--- src/aotr_consts.svh ---
`ifndef AOTR_CONSTS_SVH
`define AOTR_CONSTS_SVH

// Byte addresses of the trim registers
`define AOTR_CORE3_OFFSET_INPUT_C 12'h338
`define AOTR_CORE3_OFFSET_INPUT_D 12'h33a
`define AOTR_CORE4_OFFSET         12'h33c
`define AOTR_CORE5_OFFSET         12'h33e
`define AOTR_CORE0_FINE_GAIN      12'h360
`define AOTR_CORE1_FINE_GAIN      12'h361
`define AOTR_CORE2_FINE_GAIN_A    12'h362

// Register widths and field layout
`define AOTR_OFFSET_REG_W 16
`define AOTR_GAIN_REG_W   8
`define AOTR_OFFSET_MSB   11
`define AOTR_GAIN_MSB     4

// Reset values before the fuse load
`define AOTR_OFFSET_RESET 16'h0000
`define AOTR_GAIN_RESET   8'h00

`endif

--- src/aotr_pkg.sv ---
package aotr_pkg;
  typedef logic [11:0] aotr_addr_t;
  typedef logic [15:0] aotr_data_t;
  typedef logic [11:0] aotr_offset_t;
  typedef logic [4:0]  aotr_gain_t;
endpackage : aotr_pkg

--- src/aotr_trim_cell.sv ---
`timescale 1ns/100ps
`default_nettype none
module aotr_trim_cell #(
  parameter int         W         = 16,
  parameter logic [W-1:0] RESET_VAL = '0
) (
  input  wire logic         clock,      // System clock
  input  wire logic         reset,      // Synchronous reset
  input  wire logic         load,       // Fuse load pulse
  input  wire logic [W-1:0] load_value, // Fuse default
  input  wire logic         we,         // Software write
  input  wire logic [W-1:0] wdata,      // Software write data
  output logic      [W-1:0] q           // Stored value
);
  // Software write beats a fuse load in the same cycle
  wire logic [W-1:0] next_q = we ? wdata : (load ? load_value : q);

  always_ff @(posedge clock) begin
    if (reset) begin
      q <= RESET_VAL;
    end else begin
      q <= next_q;
    end
  end
endmodule : aotr_trim_cell
`default_nettype wire

--- src/aotr_trim_regs.sv ---
// Contract
// - Offset registers apply low 12 bits
// - Core 3 applies C or D offset
// - Trim values load from fuse defaults
// - Gain registers apply low 5 bits
// - Core 2 has dedicated input A gain
// - Offset value is unsigned binary
//
// The plain strobed port was left to the implementer.
`timescale 1ns/100ps
`default_nettype none
`include "aotr_consts.svh"
module aotr_trim_regs (
  input  wire logic                clock,                // 100 MHz clock
  input  wire logic                reset,                // Synchronous, active high
  input  wire aotr_pkg::aotr_addr_t reg_addr,            // Register byte address
  input  wire aotr_pkg::aotr_data_t reg_wdata,           // Write data
  input  wire logic                reg_write,            // Write strobe
  input  wire logic                reg_read,             // Read strobe
  output aotr_pkg::aotr_data_t     reg_rdata,            // Read data, cycle after strobe
  input  wire logic                fuse_load,            // Reload from fuse storage
  input  wire logic [15:0]         fuse_core3_offset_c,  // Fuse default
  input  wire logic [15:0]         fuse_core3_offset_d,  // Fuse default
  input  wire logic [15:0]         fuse_core4_offset,    // Fuse default
  input  wire logic [15:0]         fuse_core5_offset,    // Fuse default
  input  wire logic [7:0]          fuse_core0_gain,      // Fuse default
  input  wire logic [7:0]          fuse_core1_gain,      // Fuse default
  input  wire logic [7:0]          fuse_core2_gain_a,    // Fuse default
  input  wire logic                core3_sample_d,       // Core 3 samples input_pair_d
  output aotr_pkg::aotr_offset_t   core3_offset_applied, // Core 3 offset in use
  output aotr_pkg::aotr_offset_t   core4_offset_applied, // Core 4 offset
  output aotr_pkg::aotr_offset_t   core5_offset_applied, // Core 5 offset
  output aotr_pkg::aotr_gain_t     core0_gain_applied,   // Core 0 fine gain
  output aotr_pkg::aotr_gain_t     core1_gain_applied,   // Core 1 fine gain
  output aotr_pkg::aotr_gain_t     core2_gain_a_applied  // Core 2 gain on input_pair_a
);
  import aotr_pkg::*;

  localparam int NREG = 7;
  localparam int NOFS = 4;
  // Address of each trim register, in storage order
  localparam aotr_addr_t REG_ADDR [NREG] = '{
    `AOTR_CORE3_OFFSET_INPUT_C,
    `AOTR_CORE3_OFFSET_INPUT_D,
    `AOTR_CORE4_OFFSET,
    `AOTR_CORE5_OFFSET,
    `AOTR_CORE0_FINE_GAIN,
    `AOTR_CORE1_FINE_GAIN,
    `AOTR_CORE2_FINE_GAIN_A
  };

  wire aotr_data_t fuse_value [NREG];
  aotr_data_t      stored     [NREG];
  wire logic [NREG-1:0] hit;
  logic            boot_load;
  wire logic       load_now;
  wire logic [NREG-1:0] write_hit;
  wire aotr_data_t read_term  [NREG];
  wire aotr_data_t read_mux;
  wire aotr_data_t read_value;

  // Offset registers take the whole fuse word
  assign fuse_value[0] = fuse_core3_offset_c;
  assign fuse_value[1] = fuse_core3_offset_d;
  assign fuse_value[2] = fuse_core4_offset;
  assign fuse_value[3] = fuse_core5_offset;
  // Gain registers take the low byte; the upper byte reads as zero
  assign fuse_value[4] = {8'h00, fuse_core0_gain};
  assign fuse_value[5] = {8'h00, fuse_core1_gain};
  assign fuse_value[6] = {8'h00, fuse_core2_gain_a};

  // Fuse contents are sampled after reset release, not during reset
  assign load_now = boot_load | fuse_load;

  always_ff @(posedge clock) begin
    if (reset) begin
      boot_load <= 1'b1;
    end else begin
      boot_load <= 1'b0;
    end
  end

  genvar i;
  generate
    for (i = 0; i < NREG; i++) begin : g_reg
      localparam int W = (i < NOFS) ? `AOTR_OFFSET_REG_W : `AOTR_GAIN_REG_W;
      localparam logic [W-1:0] RV = (i < NOFS) ? W'(`AOTR_OFFSET_RESET) : W'(`AOTR_GAIN_RESET);
      wire logic [W-1:0] q;
      assign hit[i]       = (reg_addr == REG_ADDR[i]);
      assign write_hit[i] = reg_write & hit[i];
      assign read_term[i] = hit[i] ? stored[i] : 16'h0000;
      // Reserved bits are stored as written; software keeps them zero
      aotr_trim_cell #(.W(W), .RESET_VAL(RV)) u_cell (
        .clock      (clock),
        .reset      (reset),
        .load       (load_now),
        .load_value (fuse_value[i][W-1:0]),
        .we         (write_hit[i]),
        .wdata      (reg_wdata[W-1:0]),
        .q          (q)
      );
      if (W < 16) begin : g_pad
        assign stored[i] = {{(16-W){1'b0}}, q};
      end else begin : g_full
        assign stored[i] = q;
      end
    end
  endgenerate

  // Read select; unmapped addresses match no term and read as zero
  assign read_mux = read_term[0]
                  | read_term[1]
                  | read_term[2]
                  | read_term[3]
                  | read_term[4]
                  | read_term[5]
                  | read_term[6];
  // Data stands for one cycle only, so an idle bus reads zero
  assign read_value = reg_read ? read_mux : 16'h0000;

  // Values each converter core consumes, taken from the low field only
  wire aotr_offset_t core3_offset_c = stored[0][`AOTR_OFFSET_MSB:0];
  wire aotr_offset_t core3_offset_d = stored[1][`AOTR_OFFSET_MSB:0];
  wire aotr_offset_t core4_offset   = stored[2][`AOTR_OFFSET_MSB:0];
  wire aotr_offset_t core5_offset   = stored[3][`AOTR_OFFSET_MSB:0];
  wire aotr_gain_t   core0_gain     = stored[4][`AOTR_GAIN_MSB:0];
  wire aotr_gain_t   core1_gain     = stored[5][`AOTR_GAIN_MSB:0];
  wire aotr_gain_t   core2_gain_a   = stored[6][`AOTR_GAIN_MSB:0];

  // Core 3 choice is registered so the output comes from a flop
  wire aotr_offset_t next_core3 = core3_sample_d ? core3_offset_d : core3_offset_c;

  always_ff @(posedge clock) begin
    if (reset) begin
      reg_rdata <= 16'h0000;
    end else begin
      reg_rdata <= read_value;
    end
  end

  // Offsets pass on as unsigned codes, no sign extension
  always_ff @(posedge clock) begin
    if (reset) begin
      core3_offset_applied <= 12'h000;
    end else begin
      core3_offset_applied <= next_core3;
    end
  end

  always_ff @(posedge clock) begin
    if (reset) begin
      core4_offset_applied <= 12'h000;
    end else begin
      core4_offset_applied <= core4_offset;
    end
  end

  always_ff @(posedge clock) begin
    if (reset) begin
      core5_offset_applied <= 12'h000;
    end else begin
      core5_offset_applied <= core5_offset;
    end
  end

  // Gains pass the low five bits; reserved bits never reach a core
  always_ff @(posedge clock) begin
    if (reset) begin
      core0_gain_applied <= 5'h00;
    end else begin
      core0_gain_applied <= core0_gain;
    end
  end

  always_ff @(posedge clock) begin
    if (reset) begin
      core1_gain_applied <= 5'h00;
    end else begin
      core1_gain_applied <= core1_gain;
    end
  end

  always_ff @(posedge clock) begin
    if (reset) begin
      core2_gain_a_applied <= 5'h00;
    end else begin
      core2_gain_a_applied <= core2_gain_a;
    end
  end
endmodule : aotr_trim_regs
`default_nettype wire

--- config.mk ---
export PLATFORM = sky130hd
export DESIGN_NAME = aotr_trim_regs
export DESIGN_NICKNAME = d
export VERILOG_FILES = /design/src/aotr_pkg.sv /design/src/aotr_trim_cell.sv /design/src/aotr_trim_regs.sv
export VERILOG_INCLUDE_DIRS = /design/src /design/src/src
export SDC_FILE = /design/constraint.sdc
export NUM_CORES = 1
export LEC_CHECK = 0
export ABC_AREA = 1
export BUFFER_PORTS_ARGS = -buffer_cell sky130_fd_sc_hd__buf_4
export CAP_MARGIN = 20
export CORE_MARGIN = 1
export CORE_UTILIZATION = 25
export DETAILED_ROUTE_END_ITERATION = 10
export SLEW_MARGIN = 15
export SYNTH_ARGS = -nofsm -noshare
export SYNTH_HDL_FRONTEND = slang
export SYNTH_SLANG_ARGS = --single-unit
--- constraint.sdc ---
create_clock -name clock -period 4.4 [get_ports clock]
set_input_delay 1.32 -clock clock [delete_from_list [all_inputs] [get_ports clock]]
set_output_delay 1.32 -clock clock [all_outputs]
set_load 0.01 [all_outputs]
### After elaboration in Yosys (flattened, before gate mapping)

Index checks and enable logic that the tools add are counted.

* logic and storage cells: 68
* bits in registers: 156

* muxes and demuxes: 23
* eq/ne operators: 7
* reduce and logical (&&, ||, !) cells: 8
* bitwise operators: 15

Operators with widths (number)
* 2-to-1 mux 16 bit: 12
* == test 12 x 10 -> 1 bit, second input constant: 7
* 2-to-1 mux 8 bit: 9
* bitwise OR 16 bit: 3
* bitwise OR 16 x 8 -> 16 bit: 3
* nonzero test 2 bit: 7
* 2-to-1 mux 12 bit: 1
* AND 1 bit: 7
* OR reduction 2 bit: 1
* 2-to-1 mux 1 bit: 1
* inverter 1 bit: 1
* bitwise OR 1 bit: 1

### Logic depth before layout (Yosys ltp)

* depth in word-level cells: 8
* depth in mapped cells: 11

### By module

Synthesis repeated with hierarchy kept, for this count alone.

* cells, all modules: 1087
* area total of the unflattened synthesis: 7344.5 um^2

By module, submodules not included
* aotr_trim_cell (g_reg[0].u_cell ...): area each 807.0 um^2, cells an instance 122, times used 4
* aotr_trim_regs: area each 2889.0 um^2, cells an instance 416, times used 1
* aotr_trim_cell (g_reg[4].u_cell ...): area each 409.1 um^2, cells an instance 61, times used 3

### Least setup slack after synthesis

Ideal clock, no wire load.

* kind: input to register
* start: in reg_addr[11]
* end: reg g_reg[0].u_cell.q[5]
* path slack: 1.954 ns
* data arrival time: 2.314 ns
* path buffers: 2
* stages: 8
* path through: nor2_1 -> nand2_2 -> nor2_4 -> nand3_1 -> buf_2 -> buf_2 -> o21ai_1 -> a21oi_1

* cells in the longest elaborated chain, start to end: 3
* elaborated cells on any way between the ends: 4
* those cells by class: eq/ne (1); mux (1); bitwise (1); reduce/logical (1)

RTL lines
* start, declared: RTL line aotr_trim_regs.sv:16 `input wire aotr_pkg::aotr_addr_t reg_addr,`
* == test 12 x 10 -> 1 bit *: RTL line aotr_trim_regs.sv:89 `assign hit[i] = (reg_addr == REG_ADDR[i]);`
* AND 1 bit *: RTL line aotr_trim_regs.sv:90 `assign write_hit[i] = reg_write & hit[i];`
* 2-to-1 mux 16 bit or nonzero test 2 bit (tied branches)
* end signal, assigned: RTL line aotr_trim_cell.sv:22 `q <= next_q;`
* end, declared: RTL line aotr_trim_cell.sv:13 `output logic [W-1:0] q`

Mark *: on every way between the ends. The rest lies on a longest branch, timed or not.
A chain may end at the register's enable or synchronous reset.

### Final worst setup path

* start: in reg_addr[11]
* end: reg g_reg[3].u_cell.q[7]

* cells in the longest elaborated chain, start to end: 3
* elaborated cells on any way between the ends: 4
* those cells by class: eq/ne (1); mux (1); bitwise (1); reduce/logical (1)

RTL lines (RTL line)
* == test 12 x 10 -> 1 bit *: aotr_trim_regs.sv:89
* AND 1 bit *: aotr_trim_regs.sv:90
* 2-to-1 mux 16 bit or nonzero test 2 bit (tied branches)
* end signal, assigned: aotr_trim_cell.sv:22
* end, declared: aotr_trim_cell.sv:13

Marked as above.

==> impl_metrics.env <==
export IMPL_slew_limit_headroom_pct=45.3
export IMPL_yosys_warnings=0
export IMPL_power_switching_mw=0.869
export IMPL_final_nets=1307
export IMPL_diodes=0
export IMPL_max_freq_mhz=362
export IMPL_synthCells=1034
export IMPL_p_clk_share_pct=43.7
export IMPL_cp_required_ps=4710
export IMPL_wirelength_mm=25.2
export IMPL_postRouteAntennaNets=0
export IMPL_pwr_share_comb_pct=11.2
export IMPL_cts_made_buffers=17
export IMPL_finalCriticalPeriod_ps=2760
export IMPL_pin_count=189
export IMPL_hp_class="register to register"
export IMPL_outcome="complete, no violations"
export IMPL_start_util_pct=25.7
export IMPL_cts_sinks=156
export IMPL_die_x_um=169
export IMPL_gp_congestion=0.849
export IMPL_syn_to_final_growth_pct=32.2
export IMPL_seq_power_share_pct=45.1
export IMPL_synth_top_area_share_pct=44.6
export IMPL_start_kind="input port"
export IMPL_fin_tns_setup_ps=0
export IMPL_worst_slew_pin_slew_ps=821
export IMPL_place_inst=1538
export IMPL_hpwl_mm=18.1
export IMPL_drive_gt1_share_pct=21.0
export IMPL_core_area_um2=27300
export IMPL_setup_viol=0
export IMPL_postCtsSetupRepairBufs=0
export IMPL_p_int_mw=2.52
export IMPL_antenna_found_initial=0
export IMPL_rsz0062_at_grt="false"
export IMPL_grt_first_pass_wirelength_mm=38.3
export IMPL_final_hold_violation_count=0
export IMPL_crit_path_end_kind="register"
export IMPL_grt_usage_pct=17.7
export IMPL_stdcell_count=1570
export IMPL_rows=60
export IMPL_insertion_delay_ps=430
export IMPL_drtIter0Drc=412
export IMPL_tritoncts="done"
export IMPL_die_area_um2=28700
export IMPL_post_cts_resized=0
export IMPL_drc=0
export IMPL_power_density_nw_per_um2=366
export IMPL_h_tree_depth=4
export IMPL_cts_hold_fix_buffers=0
export IMPL_synth_avg_cell_area_um2=6.77
export IMPL_synth_top_area_cell="dfxtp_1"
export IMPL_swShare_pct=25.7
export IMPL_wl_per_cell_um=16.1
export IMPL_crit_type="input port to register"
export IMPL_critPathMaxFanout=18
export IMPL_vias=7140
export IMPL_syn_nets=1156
export IMPL_clk_pin_slew_ps=60
export IMPL_dr_pass1_iters=5
export IMPL_ys_top_cells_by_area="dfxtp_1, nand2_1, nand3_1, nor2_1, a21oi_1"
export IMPL_port_buffers=188
export IMPL_hold_ws_ps=440
export IMPL_ys_seq_area_share_pct=44.6
export IMPL_cp_arrival_ps=3070
export IMPL_slew_violations=0
export IMPL_fin_worst_skew_ps=8.92
export IMPL_grt_max_degree=66
export IMPL_leakage_nw=4.46
export IMPL_via_per_inst=4.55
export IMPL_maxCapViolations=0
export IMPL_fin_crit_sh_pct=62.8
export IMPL_ctsRootBufferMaster="clkbuf_16"
export IMPL_clk_path_buf_depth=2
export IMPL_syn_cell_area_um2=7000
export IMPL_grt_ovfl_total=0
export IMPL_synth_distinct_cells=23
export IMPL_die_y_um=169
export IMPL_synth_seq_cells=156
export IMPL_vdd_drop_max_v=0.000234
export IMPL_grt_pass1_vias=6675
==> final cells by class <==
class | instances | area [µm²]
fill | 2986 | 18000
multi-input combinational | 735 | 3310
sequential | 156 | 3120
timing repair buffer | 200 | 1500
tap | 372 | 465
clock buffer | 22 | 464
inverter | 75 | 282
clock inverter | 10 | 115
==> Yosys cell counts (all sizes together) <==
cell type  number
o21ai          96
inv            75
nor2          115
o211ai         10
and2            2
a21oi          73
dfxtp         156
nand2         313
nand3         116
buf            30
nand4           9
or2             1
clkbuf         38
==> cell usage in the layout, fill, tap and decap left out <==
cell type   count
nand2_1       310
buf_4         200
dfxtp_1       156
nand3_1       109
nor2_1        105
a21oi_1        73
inv_1          72
o21ai_0        57
o21ai_1        39
clkbuf_16      17
o211ai_1       10
nand4_1         9
nor2_4          6
nor2_2          4
nand3_4         4
nand2_2         3
inv_2           3
nand3_2         3
clkinv_2        3
clkinvlp_4      3
clkbuf_1        3
clkbuf_8        2
bufinv_16       2
or2_1           1
and2_0          1
and2_1          1
clkinv_4        1
inv_6           1
==> routing by layer <==
| layer | vias to the layer above | share of wire [%] | track usage (%) |
|---|---|---|---|
| met5 | - | 0 | 0 |
| met4 | 0 | 1.5 | 5.37 |
| met3 | 22 | 5.8 | 3.29 |
| met2 | 223 | 46 | 28.0 |
| met1 | 3275 | 47 | 24.1 |
| li1 | 3620 | - | - |
==> through the flow <==
step / instance area (µm²) / total power, mW / worst slack, ps / utilization (%)
detailed placement: 8680 / 1.94 / 1190 / 31.9
global placement: 8680 / 1.94 / 1220 / 31.9
CTS: 9260 / 3.41 / 1640 / 34.0
floorplan: 7000 / 1.73 / 1950 / -
finish: 9260 / 3.39 / 1640 / 34.0
global route: 9260 / 3.51 / 1420 / 34.0
==> worst max-delay path, cell delays in order <==
cell and delay (ps):
buf_4 110, nor2_1 120, nand2_2 120, nor2_4 420
nand2_1 270, inv_2 290, a21oi_1 230, nand2_1 120
nand2_1 50
==> state kept, by name (all words and copies together), names as in the netlist <==
| name | count |
|---|---|
| core4_offset_applied | 12 |
| core5_offset_applied | 12 |
| reg_rdata | 16 |
| core0_gain_applied | 5 |
| boot_load | 1 |
| g.u_cell.q | 88 |
| core2_gain_a_applied | 5 |
| core3_offset_applied | 12 |
| core1_gain_applied | 5 |
==> power groups by stage <==
stage | clock (mW) | combinational [mW] | sequential (mW)
final | 1.48 | 0.381 | 1.53
after floorplan | 0 | 0.176 | 1.56
after global routing | 1.55 | 0.424 | 1.53
after global placement | 0 | 0.380 | 1.56
after detailed placement | 0 | 0.383 | 1.56
after CTS | 1.50 | 0.384 | 1.53
==> path summary, 6_finish.rpt <==
kind | from | endpoint | slack [ps] | depth (start not counted)
worst min register to register | g_reg[5].u_cell.q[4]$_SDFFE_PP0P_ | core1_gain_applied[4]$_SDFF_PP0_ | 440 | 2
worst max-delay path | reg_addr[11] | g_reg[3].u_cell.q[7]$_SDFFE_PP0P_ | 1640 | 9
worst max register to register | boot_load$_DFF_P_ | g_reg[0].u_cell.q[1]$_SDFFE_PP0P_ | 2600 | 7
worst min-delay path | g_reg[5].u_cell.q[4]$_SDFFE_PP0P_ | core1_gain_applied[4]$_SDFF_PP0_ | 440 | 2
==> logic make-up after synthesis <==
logic type / synth area share [%]
AND/OR/NAND/NOR: 33.8
AO/OA/AOI/OAI: 13.1
buffers and inverters: 8.45
flip-flops: 44.6
Note: power is estimated with default switching activity, not from simulation.
